[src/tcwd_defs.vh]
// Constants for the terminal control register and wiper tap decode
`ifndef TCWD_DEFS_VH
`define TCWD_DEFS_VH
`define TCWD_TERMINAL_SWITCH_REGISTER_ADDR 4'h4
`define TCWD_WIPER_ADDR 4'h0
`define TCWD_TERMINAL_SWITCH_REGISTER_RESET 8'hFF
`define TCWD_TERMINAL_SWITCH_REGISTER_BITS_RESET 4'hF
`define TCWD_UPPER_FIXED 4'hF
`define TCWD_BIT_HW 3
`define TCWD_BIT_A 2
`define TCWD_BIT_W 1
`define TCWD_BIT_B 0
`define TCWD_WIPER_RESET_8 8'h7F
`define TCWD_WIPER_RESET_7 8'h3F
`define TCWD_FULL_8 8'hFF
`define TCWD_FULL_7 8'h7F
`endif

[src/tcwd_tap_decode.v]
// One-hot tap selection decode of the wiper code
`timescale 1ns/1ns
module tcwd_tap_decode
(
    input wire clk_sys_in,
    input wire arst_n_in,
    input wire mode_7bit_in,
    input wire [7:0] wiper_code_in,
    output reg [255:0] tap_sel_out,
    output reg zero_scale_out,
    output reg full_scale_out
);
`include "tcwd_defs.vh"

    wire [7:0] code_eff;
    wire [7:0] full_code;

    // The 7-bit part ignores the top code bit so taps stay within 0..127
    assign code_eff = mode_7bit_in ? {1'b0, wiper_code_in[6:0]} : wiper_code_in;
    assign full_code = mode_7bit_in ? `TCWD_FULL_7 : `TCWD_FULL_8;

    genvar gi;
    generate
        for (gi = 0; gi < 256; gi = gi + 1)
        begin : g_tap
            always @(posedge clk_sys_in or negedge arst_n_in)
            begin
                if (!arst_n_in)
                    tap_sel_out[gi] <= 1'b0;
                else
                    tap_sel_out[gi] <= (code_eff == gi);
            end
        end
    endgenerate

    always @(posedge clk_sys_in or negedge arst_n_in)
    begin
        if (!arst_n_in)
        begin
            zero_scale_out <= 1'b0;
            full_scale_out <= 1'b0;
        end
        else
        begin
            zero_scale_out <= (code_eff == 8'h00);
            full_scale_out <= (code_eff == full_code);
        end
    end
endmodule

[src/tcwd_terminal_control.v]
// Terminal connection control register, shutdown logic and wiper register
`timescale 1ns/1ns
// Behaviour
// - Written terminal control takes effect only after the serial command completes.
// - Power-on or brown-out reset loads the terminal control register with FFh.
// - Bits 7 to 4 always read one and ignore writes.
// - Bit 3 clear forces the hardware shutdown arrangement; set means no forcing.
// - Bit 2 connects terminal A when one, disconnects when zero.
// - Bit 1 connects the wiper pin when one, disconnects when zero.
// - Bit 0 connects terminal B when one, disconnects when zero.
// - Terminal control writes never change the stored wiper value.
// - Shutdown pin asserted overrides the bits; release returns control to them.
// - Shutdown pin never alters the stored terminal control value.
// - 8-bit variant decodes 256 taps: 00h B, 7Fh mid, FFh A.
// - 7-bit variant decodes 128 taps: 00h B, 3Fh mid, 7Fh A.
// - Shutdown opens terminal A and ties wiper to terminal B.
// - Forced shutdown ignores A, W, B bits but keeps their stored values.
module tcwd_terminal_control
(
    input wire clk_sys_in,
    input wire arst_n_in,
    input wire mode_7bit_in,
    input wire shutdown_pin_n_in,
    input wire wiper_latch_n_in,
    input wire wr_en_in,
    input wire [3:0] wr_addr_in,
    input wire [7:0] wr_data_in,
    input wire cmd_done_in,
    input wire [3:0] rd_addr_in,
    output reg [7:0] rd_data_out,
    output reg rd_err_out,
    output wire [7:0] terminal_connect_control_out,
    output wire [7:0] wiper_reg_out,
    output reg term_a_switch_out,
    output reg wiper_switch_out,
    output reg term_b_switch_out,
    output reg wiper_to_b_out,
    output reg shutdown_active_out,
    output wire [255:0] tap_sel_out,
    output wire zero_scale_out,
    output wire full_scale_out
);
`include "tcwd_defs.vh"

    // Stored register holds only the four writable bits
    reg [3:0] terminal_switch_register_q;
    reg [3:0] terminal_switch_register_pend_q;
    reg pend_terminal_switch_register_q;
    reg [7:0] wiper_q;
    reg [7:0] wiper_pend_q;
    reg pend_wiper_q;
    reg [7:0] wiper_live_q;
    reg shutdown_pin_n_meta_q;
    reg shutdown_pin_n_sync_q;
    reg wlat_meta_q;
    reg wlat_sync_q;
    reg mode_meta_q;
    reg mode_sync_q;
    reg [3:0] terminal_switch_register_d;
    reg [7:0] wiper_d;

    function [7:0] tcwd_wiper_reset;
        input is_7bit;
        begin
            tcwd_wiper_reset = is_7bit ? `TCWD_WIPER_RESET_7 : `TCWD_WIPER_RESET_8;
        end
    endfunction

    function addr_valid;
        input [3:0] addr;
        begin
            addr_valid = (addr == `TCWD_TERMINAL_SWITCH_REGISTER_ADDR) || (addr == `TCWD_WIPER_ADDR);
        end
    endfunction

    // Pins come from outside the clock domain
    always @(posedge clk_sys_in or negedge arst_n_in)
    begin
        if (!arst_n_in)
        begin
            shutdown_pin_n_meta_q <= 1'b1;
            shutdown_pin_n_sync_q <= 1'b1;
            wlat_meta_q <= 1'b0;
            wlat_sync_q <= 1'b0;
            mode_meta_q <= 1'b0;
            mode_sync_q <= 1'b0;
        end
        else
        begin
            shutdown_pin_n_meta_q <= shutdown_pin_n_in;
            shutdown_pin_n_sync_q <= shutdown_pin_n_meta_q;
            wlat_meta_q <= wiper_latch_n_in;
            wlat_sync_q <= wlat_meta_q;
            mode_meta_q <= mode_7bit_in;
            mode_sync_q <= mode_meta_q;
        end
    end

    assign terminal_connect_control_out = {`TCWD_UPPER_FIXED, terminal_switch_register_q};
    assign wiper_reg_out = wiper_q;

    always @*
    begin
        terminal_switch_register_d = terminal_switch_register_q;
        wiper_d = wiper_q;
        if (cmd_done_in && pend_terminal_switch_register_q)
            terminal_switch_register_d = terminal_switch_register_pend_q;
        if (cmd_done_in && pend_wiper_q)
            wiper_d = wiper_pend_q;
    end

    // Writes are staged and committed when the command finishes
    always @(posedge clk_sys_in or negedge arst_n_in)
    begin
        if (!arst_n_in)
        begin
            terminal_switch_register_q <= `TCWD_TERMINAL_SWITCH_REGISTER_BITS_RESET;
            terminal_switch_register_pend_q <= `TCWD_TERMINAL_SWITCH_REGISTER_BITS_RESET;
            pend_terminal_switch_register_q <= 1'b0;
            wiper_q <= `TCWD_WIPER_RESET_8;
            wiper_pend_q <= `TCWD_WIPER_RESET_8;
            pend_wiper_q <= 1'b0;
        end
        else
        begin
            terminal_switch_register_q <= terminal_switch_register_d;
            wiper_q <= wiper_d;
            if (cmd_done_in)
            begin
                pend_terminal_switch_register_q <= 1'b0;
                pend_wiper_q <= 1'b0;
            end
            if (wr_en_in && (wr_addr_in == `TCWD_TERMINAL_SWITCH_REGISTER_ADDR))
            begin
                terminal_switch_register_pend_q <= wr_data_in[3:0];
                pend_terminal_switch_register_q <= 1'b1;
            end
            if (wr_en_in && (wr_addr_in == `TCWD_WIPER_ADDR))
            begin
                wiper_pend_q <= wr_data_in;
                pend_wiper_q <= 1'b1;
            end
        end
    end

    // Wiper register resets to 7Fh in both variants; the variant value caught once after release never reaches the taps
    reg mode_seen_q;
    reg [7:0] wiper_base_q;
    always @(posedge clk_sys_in or negedge arst_n_in)
    begin
        if (!arst_n_in)
        begin
            mode_seen_q <= 1'b0;
            wiper_base_q <= `TCWD_WIPER_RESET_8;
            wiper_live_q <= `TCWD_WIPER_RESET_8;
        end
        else
        begin
            mode_seen_q <= 1'b1;
            if (!mode_seen_q)
                wiper_base_q <= tcwd_wiper_reset(mode_sync_q);
            // Wiper latch high holds the previous tap
            if (!wlat_sync_q)
                wiper_live_q <= (pend_wiper_q || wiper_q != `TCWD_WIPER_RESET_8 || mode_seen_q)
                    ? wiper_q : wiper_base_q;
        end
    end

    // Shutdown and terminal switch outputs
    always @(posedge clk_sys_in or negedge arst_n_in)
    begin
        if (!arst_n_in)
        begin
            shutdown_active_out <= 1'b0;
            term_a_switch_out <= 1'b1;
            wiper_switch_out <= 1'b1;
            term_b_switch_out <= 1'b1;
            wiper_to_b_out <= 1'b0;
        end
        else
        begin
            shutdown_active_out <= !shutdown_pin_n_sync_q || !terminal_switch_register_q[`TCWD_BIT_HW];
            if (!shutdown_pin_n_sync_q || !terminal_switch_register_q[`TCWD_BIT_HW])
            begin
                term_a_switch_out <= 1'b0;
                wiper_switch_out <= 1'b1;
                term_b_switch_out <= 1'b1;
                wiper_to_b_out <= 1'b1;
            end
            else
            begin
                term_a_switch_out <= terminal_switch_register_q[`TCWD_BIT_A];
                wiper_switch_out <= terminal_switch_register_q[`TCWD_BIT_W];
                term_b_switch_out <= terminal_switch_register_q[`TCWD_BIT_B];
                wiper_to_b_out <= 1'b0;
            end
        end
    end

    // Read port; unmapped addresses return zero with an error flag
    always @(posedge clk_sys_in or negedge arst_n_in)
    begin
        if (!arst_n_in)
        begin
            rd_data_out <= 8'h00;
            rd_err_out <= 1'b0;
        end
        else
        begin
            rd_err_out <= !addr_valid(rd_addr_in);
            if (rd_addr_in == `TCWD_TERMINAL_SWITCH_REGISTER_ADDR)
                rd_data_out <= {`TCWD_UPPER_FIXED, terminal_switch_register_q};
            else if (rd_addr_in == `TCWD_WIPER_ADDR)
                rd_data_out <= wiper_q;
            else
                rd_data_out <= 8'h00;
        end
    end

    tcwd_tap_decode u_decode
    (
        .clk_sys_in(clk_sys_in),
        .arst_n_in(arst_n_in),
        .mode_7bit_in(mode_sync_q),
        .wiper_code_in(wiper_live_q),
        .tap_sel_out(tap_sel_out),
        .zero_scale_out(zero_scale_out),
        .full_scale_out(full_scale_out)
    );
endmodule

[config.mk]
export PLATFORM = sky130hd
export DESIGN_NAME = tcwd_terminal_control
export DESIGN_NICKNAME = d
export VERILOG_FILES = /design/src/tcwd_tap_decode.v /design/src/tcwd_terminal_control.v
export VERILOG_INCLUDE_DIRS = /design/src
export SDC_FILE = /design/constraint.sdc
export NUM_CORES = 1
export LEC_CHECK = 0
export BUFFER_PORTS_ARGS = -buffer_cell sky130_fd_sc_hd__buf_2
export CAP_MARGIN = 20
export CORE_ASPECT_RATIO = 0.7
export CORE_UTILIZATION = 35
export DETAILED_ROUTE_END_ITERATION = 7
export PLACE_DENSITY = 0.68
export RECOVER_POWER = 25
export SLEW_MARGIN = 15
export SYNTH_ARGS = -nofsm -noshare
export SYNTH_HDL_FRONTEND = slang
export SYNTH_SLANG_ARGS = --single-unit
export TNS_END_PERCENT = 10
[constraint.sdc]
create_clock -name clk_sys_in -period 1.7 [get_ports clk_sys_in]
set_input_delay 0.255 -clock clk_sys_in [delete_from_list [all_inputs] [get_ports clk_sys_in]]
set_output_delay 0.255 -clock clk_sys_in [all_outputs]
set_load 0.1 [all_outputs]
[After elaboration in Yosys (flattened, before gate mapping)]
Index checks and enable logic that the tools add are counted.
Cells by class
  eq/ne operators: 259
  mux-type cells: 13
  reduce and logical (&&, ||, !) cells: 16
Operators with widths (number)
  $eq 8x8->1 const B: 128
  $eq 8x7->1 const B: 64
  $eq 8x6->1 const B: 32
  $eq 8x5->1 const B: 16
  $eq 8x4->1 const B: 8
  $mux 8: 5
  $eq 8x3->1 const B: 4
  $eq 8x2->1 const B: 2
  $eq 4x3->1 const B: 2
  $eq 8x1->1 const B: 1
  $eq 8x8->1: 1
  $logic_not 4->1: 2
  $logic_not 8->1: 1
  $ne 8x7->1 const B: 1
  $mux 1: 7
  $mux 7: 1
  $logic_and 1x1->1: 4
  $logic_or 1x1->1: 4
  $reduce_bool 2->1: 2
  $logic_not 1->1: 3
Word-level totals
  register bits: 320
  input port bits: 23
  output and inout port bits: 288
  word-level logic and storage cells: 567

[Logic depth before layout (Yosys ltp)]
Gate-level depths: netlist (run 1).
  word-level depth: 4
  gate-level depth with buffers: 5
  mapped depth without buffers: 3

[By module]
A second synthesis (run 1) with hierarchy kept.
Unflattened totals
  cells, all modules: 773
  area total of the unflattened synthesis: 10840.4 µm²
Modules (own cells, without submodules)
  tcwd_tap_decode: times used 1, cells an instance 640, area an instance 8785.9 µm²
  tcwd_terminal_control: times used 1, cells an instance 133, area an instance 2054.5 µm²

[Worst setup path after synthesis (run 1)]
Ideal clock, no wire load.
  path type: register to output
  start: register u_decode.tap_sel_out[0]
  end: output port tap_sel_out[0]
  arrival: 1.324 ns
  required time: 1.445 ns
  setup slack: 0.121 ns
  stages on the path, launching flop included: 2
  path buffers: 1
  path through: dfrtp_1 buf_4
RTL lines
  from (decl): RTL line tcwd_tap_decode.v:9  | output reg [255:0] tap_sel_out,
  from (signal, indexed assignment): RTL line tcwd_tap_decode.v:31  | tap_sel_out[gi] <= (code_eff == gi);
  to (decl): RTL line tcwd_terminal_control.v:39  | output wire [255:0] tap_sel_out,
No word-level cell between the ends.

[Worst setup path in the final report (run 1)]
  start: register wiper_q[4] (netlist: wiper_reg_out[4])
  end: output port wiper_reg_out[4]
RTL lines
  from (decl): RTL line tcwd_terminal_control.v:49  | reg [7:0] wiper_q;
  from (signal assigned): RTL line tcwd_terminal_control.v:120  | wiper_q <= `TCWD_WIPER_RESET_8;
  from (signal assigned): RTL line tcwd_terminal_control.v:127  | wiper_q <= wiper_d;
  to (decl): RTL line tcwd_terminal_control.v:33  | output wire [7:0] wiper_reg_out,
No word-level cell between the ends.

==> results.md, run 1 <==
* Util after Layout at 47.9%
* #FFs+latches synth at 312
* Grt total ovfl at 0
* Leak at a little over 7 nW
* Full die area at ~0.029 sq mm
* PwrDens at 1430 mW/mm^2
* CP max FO at 5
* Iter 0 DRT Violations at 303
* Slew HR at 39.9%
* Cells after synthesis at about 730
* GP Congestion at 0.736
* Design area at 0.0134 sq mm
* Layout cell share with drive strength beyond 1 at 43.8%
* HPWL Detailed at ~19000 um
* Slew @ Worst Pin at roughly 900 ps
* Die W at between 200 and 250 um
* Data required, critical path at 1440 ps
* DRT Pass-1 Iters at 4
* Routed WL per cell at ~19 um
* DIE HEIGHT at 144 um
* Synth area leaders: dfrtp_1 (69%), nor2_1 (10%), dfstp_2 (9.2%), mux2_2 (3.5%), buf_2 (1.5%)
* CP Cell Sequence: buf_6
* Root Buffer: clkbuf_16
* Sequential area share after synthesis at 78.2%
* Clk_skew at 14.4 ps
* Worst Setup SP: wiper_reg_out[4]
* Buffers added on ports at between 300 and 400
* Status: finished clean
* Final nets at 1098
* Most common cell in the synthesized netlist: dfrtp_1
* Worst flop-to-flop path startpoint: wiper_live_q[3]
* Synth async-reset ratio at between 90% and 100%
* Final antenna-violating net count at 0
* Setup crit start kind: flip-flop
* Clk buf depth at 3
* R2r setup slk at about 110 ps
* Starting density of the core at 35.8%
* Number of post-CTS setup repair buffers at 0
* Mapped Area at 0.0100 sq mm
* Tot Pwr at 0.0192 W
* Post-synth EDFFs at 0
* Final setup fails at 0
* CTS tree: yes
* List of most frequent post-synthesis cells: dfrtp_1 (277), nor2_1 (270), dfstp_2 (35)
* Buf/Inv on CP at 1
* CP max-delay cell: dfstp_2
* Critical path arrival at 1400 ps
* Largest net degree at the start of global routing at 59
* Ys Warns at 0
* Unrepaired setup endpoints after global routing: yes
* Ys flop type: dfrtp_1
* CTS Buf Count at 28
* Area after DPL at 0.0123 sq mm
* Diode count at 0
* Core Footprint at 0.0280 sq mm
* Fillers at 2474
* Max Cap Viol at 0
* Clk slew on worst S/H paths at approximately 60 ps
* CP max stage delay at 610 ps
* Finished Layout Cells at 1467
* Yosys top cell area share at roughly 69%
* Fin crit period at 1650 ps
* Worst R2R Path Depth at 3
* Clock Latency Late Sink at 550 ps
* Critical path depth in cells at 1
* Final period utilization at between 90% and 100%
* Vias at 6576
* Row count at 51
* Synth unique cells at 39
* Avg Cell Area, Syn at 13.7 sq um
* Max VDD drop at 1220 uV
* DR vias/cell at roughly 4.5
* Vias in the first global route at between 6000 and 7000
* IO Count at 311
* Worst min path class: in2reg
* H-Tree Depth at 1
* Synth area leader: dfrtp_1
* CP Capture Type: primary output
* Total clock sinks at 312
* Gr usage total at around a fifth
* Worst flop-to-flop path endpoint: u_decode.tap_sel_out[152]
* Initial antenna violation count at 0
* Area growth syn-to-layout at 33.6%
* CP delay by family, top: flip-flops
* First-pass GRT wire length at 40300 um
* Drt total wl at 27600 um
* Highest Clock Rate at 605 MHz
* Fin. Hold Viols at 0
* Crit path kind: reg2out
* Slew Limit Fails at 0
* Cells after DPL at ~1400
* Worst Setup EP: wiper_reg_out[4]
* DRC Markers at 0
## cell usage in the layout (no fill, tap or decap), types with 2 or more instances in the layout
master         instances
nand2_2                4
clkbuf_16             29
and2b_2                4
nand3_1                4
nand3b_2               2
clkbuf_2               4
and2b_1                2
clkbuf_8               6
dfrtp_1              277
mux2i_1                6
buf_4                 21
bufinv_16              3
mux2_2                31
nand2_1               16
nand3_2                6
clkbuf_4               6
dlygate4sd3_1         13
conb_1                 5
nor2_1               270
inv_1                  3
or2_2                  2
clkinv_2               5
buf_12                15
clkbuf_1               7
dfstp_2               34
buf_6                  6
buf_2                288
buf_8                  4
nor2_2                 2
## logic make-up (layout without fill, tap and decap cells)
| kind of cell | Yosys count | count (layout) | share of synthesized area, % |
|---|---|---|---|
| DFF | 312 | 312 | 78.2 |
| and+or+nand+nor | 327 | 327 | 14.4 |
| buffers and inverters | 53 | 411 | 3.04 |
| muxes | 37 | 37 | 4.08 |
| other | 1 | 5 | 0.0374 |
| AOI/OAI and AO/OA | 4 | 4 | 0.274 |
## through the flow
step           worst slack [ps]  hold slack (ps)  setup TNS [ps]
2_1_floorplan               121            -40.6               0
3_3_place_gp               80.4              228               0
3_5_place_dp               37.5              225               0
4_1_cts                    2.00             44.4               0
5_1_grt                   -6.08             57.8           -6.08
6_report                   46.1             76.4               0
## report_power, final
group | internal [W] | leakage [nW] | switching [W] | total [W]
Clock | 0.00384 | 0.471 | 0.00268 | 0.00651
Sequential | 0.00796 | 4.21 | 0.000456 | 0.00842
Combinational | 0.00102 | 2.55 | 0.00327 | 0.00429
## state kept, by name, summed over array words and instances (netlist names), 4 cells and up
| register | count |
|---|---|
| u_decode.tap_sel_out | 256 |
| rd_data_out | 8 |
| wiper_live_q | 8 |
| wiper_pend_q | 8 |
| wiper_reg_out | 8 |
| terminal_switch_register_pend_q | 4 |
| terminal_switch_register_q | 4 |
## area by class of cell
cell class / instances / area (sq um) / share of cell area (%)
repair buffers: 357 / 2220 / 16.6
multi-input cells: 373 / 1900 / 14.2
well taps: 371 / 464 / 3.46
clock buffers: 42 / 835 / 6.22
flip-flops and latches: 312 / 7850 / 58.5
clock inverters: 9 / 123 / 0.914
inverters: 3 / 11.3 / 0.0840
## routing by layer
metal | routed length [um] | part of all wire, % | GRT usage, % | vias to the layer above
met5 | 0 | 0 | 0 | -
met4 | 165 | 0.60 | 3.06 | 0
met3 | 1620 | 5.9 | 4.17 | 16
met2 | 12800 | 46 | 28.8 | 247
met1 | 13000 | 47 | 27.2 | 3367
li1 | - | - | - | 2946
## worst min-delay path by stage
stage / start / to / slack [ps] / cells past startpoint
global route: rd_addr_in[2] / rd_data_out[4] / 60 / 3
finish: rd_addr_in[2] / rd_data_out[4] / 80 / 3
detailed placement: arst_n_in / u_decode.tap_sel_out[236] / 230 / 1
floorplan: arst_n_in / mode_meta_q / -40 / 0
global placement: arst_n_in / u_decode.tap_sel_out[236] / 230 / 1
CTS: rd_addr_in[2] / rd_data_out[4] / 40 / 3
## timing repair
item / 4_1_cts / 5_1_grt
gates resized for setup: 25 / 10
hold buffers: 13 / 0
endpoints found under the setup margin: 16 / 11
endpoints found under the hold margin: 38 / 0
No activity file was read; power rests on OpenSTA's default activity.
==> inputs of run 2 (changes only) <==
--- a/config.mk
+++ b/config.mk
@@ -7,11 +7,11 @@
 export NUM_CORES = 1
 export LEC_CHECK = 0
 export BUFFER_PORTS_ARGS = -buffer_cell sky130_fd_sc_hd__buf_2
-export CAP_MARGIN = 20
+export CAP_MARGIN = 15
 export CORE_ASPECT_RATIO = 0.7
 export CORE_UTILIZATION = 35
 export DETAILED_ROUTE_END_ITERATION = 7
-export PLACE_DENSITY = 0.68
+export PLACE_DENSITY_LB_ADDON = 0.1
 export RECOVER_POWER = 25
 export SLEW_MARGIN = 15
 export SYNTH_ARGS = -nofsm -noshare
==> constraint.sdc (replaced) <==
create_clock -name clk_sys_in -period 1.7 [get_ports clk_sys_in]
set_input_delay 0.255 -clock clk_sys_in [delete_from_list [all_inputs] [get_ports clk_sys_in]]
set_output_delay 0.255 -clock clk_sys_in [all_outputs]
set_load 0.05 [all_outputs]
==> run 2 against run 1 <==
  * Final cell count grew 0.14%
  * Critical path depth is the same
  * Via count shrank 3.4%
  * Critical path type unchanged
  * Largest cell class unchanged
==> results.md, run 2 (synthesis results as in run 1) <==
* Most common cell after layout, fill and taps aside: buf_2 (unchanged)
* Final setup fails at 0 (unchanged)
* Starting density of the core at 35.8% (unchanged)
* Clk_skew at 15.4 ps (was 14.4 ps)
* Max Cap Viol at 0 (unchanged)
* CP delay by family, top: flip-flops (unchanged)
* GP Congestion at 0.744 (was 0.736)
* Grt total ovfl at 0 (unchanged)
* CP Capture Type: primary output (unchanged)
* HPWL Detailed at 19500 um (was 18800 um)
* Clock Latency Late Sink at 560 ps (was 550 ps)
* Highest Clock Rate at 604 MHz (was 605 MHz)
* Clk slew on worst S/H paths at 60 ps (about the same)
* Final nets at 1096 (was 1098)
* CTS Buf Count at 31 (was 28)
* Data required, critical path at 1440 ps (about the same)
* Row count at 51 (unchanged)
* Largest register by flop count: u_decode.tap_sel_out (unchanged)
* Fin. Hold Viols at 0 (unchanged)
* First-pass GRT wire length at 42100 um (was 40300 um)
* DRC Markers at 0 (unchanged)
* Slew @ Worst Pin at 797 ps (was 902 ps)
* Buf/Inv on CP at 1 (unchanged)
* P_sw at 0.00554 W (was 0.00640 W)
* DIE HEIGHT at 144 um (unchanged)
* CP max FO at 5 (unchanged)
* Initial antenna violation count at 0 (unchanged)
* Sequential power share at 45.1% (was 43.8%)
* Worst min path class: in2reg (unchanged)
* Sw frac at 29.8% (was 33.3%)
* Diode count at 0 (unchanged)
* Root Buffer: clkbuf_16 (unchanged)
* DRT Pass-1 Iters at 4 (unchanged)
* PwrDens at 1390 mW/mm^2 (was 1430 mW/mm^2)
* Max VDD drop at 737 uV (was 1220 uV)
* Setup crit start kind: flip-flop (unchanged)
* Vias at 6353 (was 6576)
* Iter 0 DRT Violations at 217 (was 303)
* H-Tree Depth at 1 (unchanged)
* Total clock sinks at 312 (unchanged)
* Status: finished clean (unchanged)
* R2r setup slk at 150 ps (was 110 ps)
* Final antenna-violating net count at 0 (unchanged)
* Commonest cells after routing, fill and taps aside: buf_2 (298), dfrtp_1 (277), nor2_1 (270), dfstp_2 (35) (was buf_2 (288), dfrtp_1 (277), nor2_1 (270), dfstp_2 (34), mux2_2 (31))
* Fin crit period at 1650 ps (about the same)
* CTS tree: yes (unchanged)
* Clk buf depth at 3 (unchanged)
* Critical path arrival at 1400 ps (about the same)
* Slew Limit Fails at 0 (unchanged)
* Crit path kind: reg2out (unchanged)
* Leak at 7.24 nW (was 7.23 nW)
* Unrepaired setup endpoints after global routing: no (was yes)
* Routed WL per cell at 19.2 um (was 18.8 um)
* Area after DPL at 0.0122 sq mm (was 0.0123 sq mm)
* Largest net degree at the start of global routing at 72 (was 59)
* Design area at 0.0134 sq mm (about the same)
* Buffers added on ports at 306 (unchanged)
* Vias in the first global route at 6531 (was 6442)
* Util after Layout at 47.8% (was 47.9%)
* Slew HR at 46.9% (was 39.9%)
* Drt total wl at 28300 um (was 27600 um)
* Clk pwr share at 38.2% (was 33.9%)
* Core Footprint at 0.0280 sq mm (unchanged)
* Gr usage total at 19.4% (was 18.6%)
* Final period utilization at 97.3% (about the same)
* Full die area at 0.0294 sq mm (unchanged)
* IO Count at 311 (unchanged)
* CP max stage delay at 570 ps (was 610 ps)
* Combinational share of power at 16.7% (was 22.3%)
* DR vias/cell at 4.32 (was 4.48)
* Number of post-CTS setup repair buffers at 0 (unchanged)
* CP Cell Sequence: buf_2 (was buf_6)
* Area growth syn-to-layout at 33.4% (was 33.6%)
* Layout cell share with drive strength beyond 1 at 44.0% (was 43.8%)
* Max FFs per register at 256 (unchanged)
* CP max-delay cell: dfstp_2 (unchanged)
* Die W at 204 um (unchanged)
* Post-route setup TNS at 0 ps (unchanged)
* Int Power at 0.0130 W (was 0.0128 W)
==> run 2: timing repair <==
action                                 in CTS  in global routing
cloned                                      0                  0
hold buffers                               13                  0
gates resized for setup                     7                  2
setup endpoints to repair                   7                  2
endpoints found under the hold margin     171                  0
==> run 2: cell type report <==
type	count	area (sq um)
flip-flops and latches	312	7850
clock buffers	46	932
well taps	371	464
clock inverters	12	146
fillers	2560	14600
inverters	3	11.3
multi-input cells	373	1900
repair buffers	352	2090
==> run 2: power by group through the flow <==
stage	clock network, W	logic (W)	registers [W]
5_1_grt	0.00760	0.00333	0.00843
3_3_place_gp	0	0.00310	0.00851
3_5_place_dp	0	0.00311	0.00851
4_1_cts	0.00729	0.00317	0.00838
6_report	0.00710	0.00309	0.00837
2_1_floorplan	0	0.00136	0.00909
==> run 2: final timing paths <==
kind	start	end	cells after the start
max in group asynchronous	arst_n_in	u_decode.tap_sel_out[212]	4
hold reg to reg	wlat_meta_q	wlat_sync_q	0
hold / removal	rd_addr_in[2]	rd_data_out[6]	3
min in group asynchronous	arst_n_in	pend_terminal_switch_register_q	2
setup / recovery	terminal_switch_register_q[3]	terminal_connect_control_out[3]	1
setup reg to reg	wiper_live_q[2]	u_decode.tap_sel_out[71]	3
==> run 2: worst reg2reg max path, delay by kind of cell (launching register included) <==
kind | cells | cell delay, ps
DFF | 1 | 640
and+or+nand+nor | 3 | 840
==> run 2: per-stage QoR <==
stage | power [W] | std cells | setup slack [ps] | hold WS (ps)
2_1_floorplan | 0.0105 | 738 | 257 | -40.6
3_3_place_gp | 0.0116 | 1398 | 180 | 132
3_5_place_dp | 0.0116 | 1398 | 157 | 131
4_1_cts | 0.0188 | 1469 | 9.08 | 18.1
5_1_grt | 0.0194 | 1469 | 4.70 | 48.5
6_report | 0.0186 | 1469 | 45.7 | 51.2
==> run 2: metal layers <==
layer / part of all wire (%) / vias to the layer above / global-route usage, %
li1: - / 2948 / -
met1: 47 / 3174 / 28.3
met2: 45 / 193 / 29.4
met3: 5.8 / 38 / 4.54
met4: 1.6 / 0 / 4.28
met5: 0 / - / 0
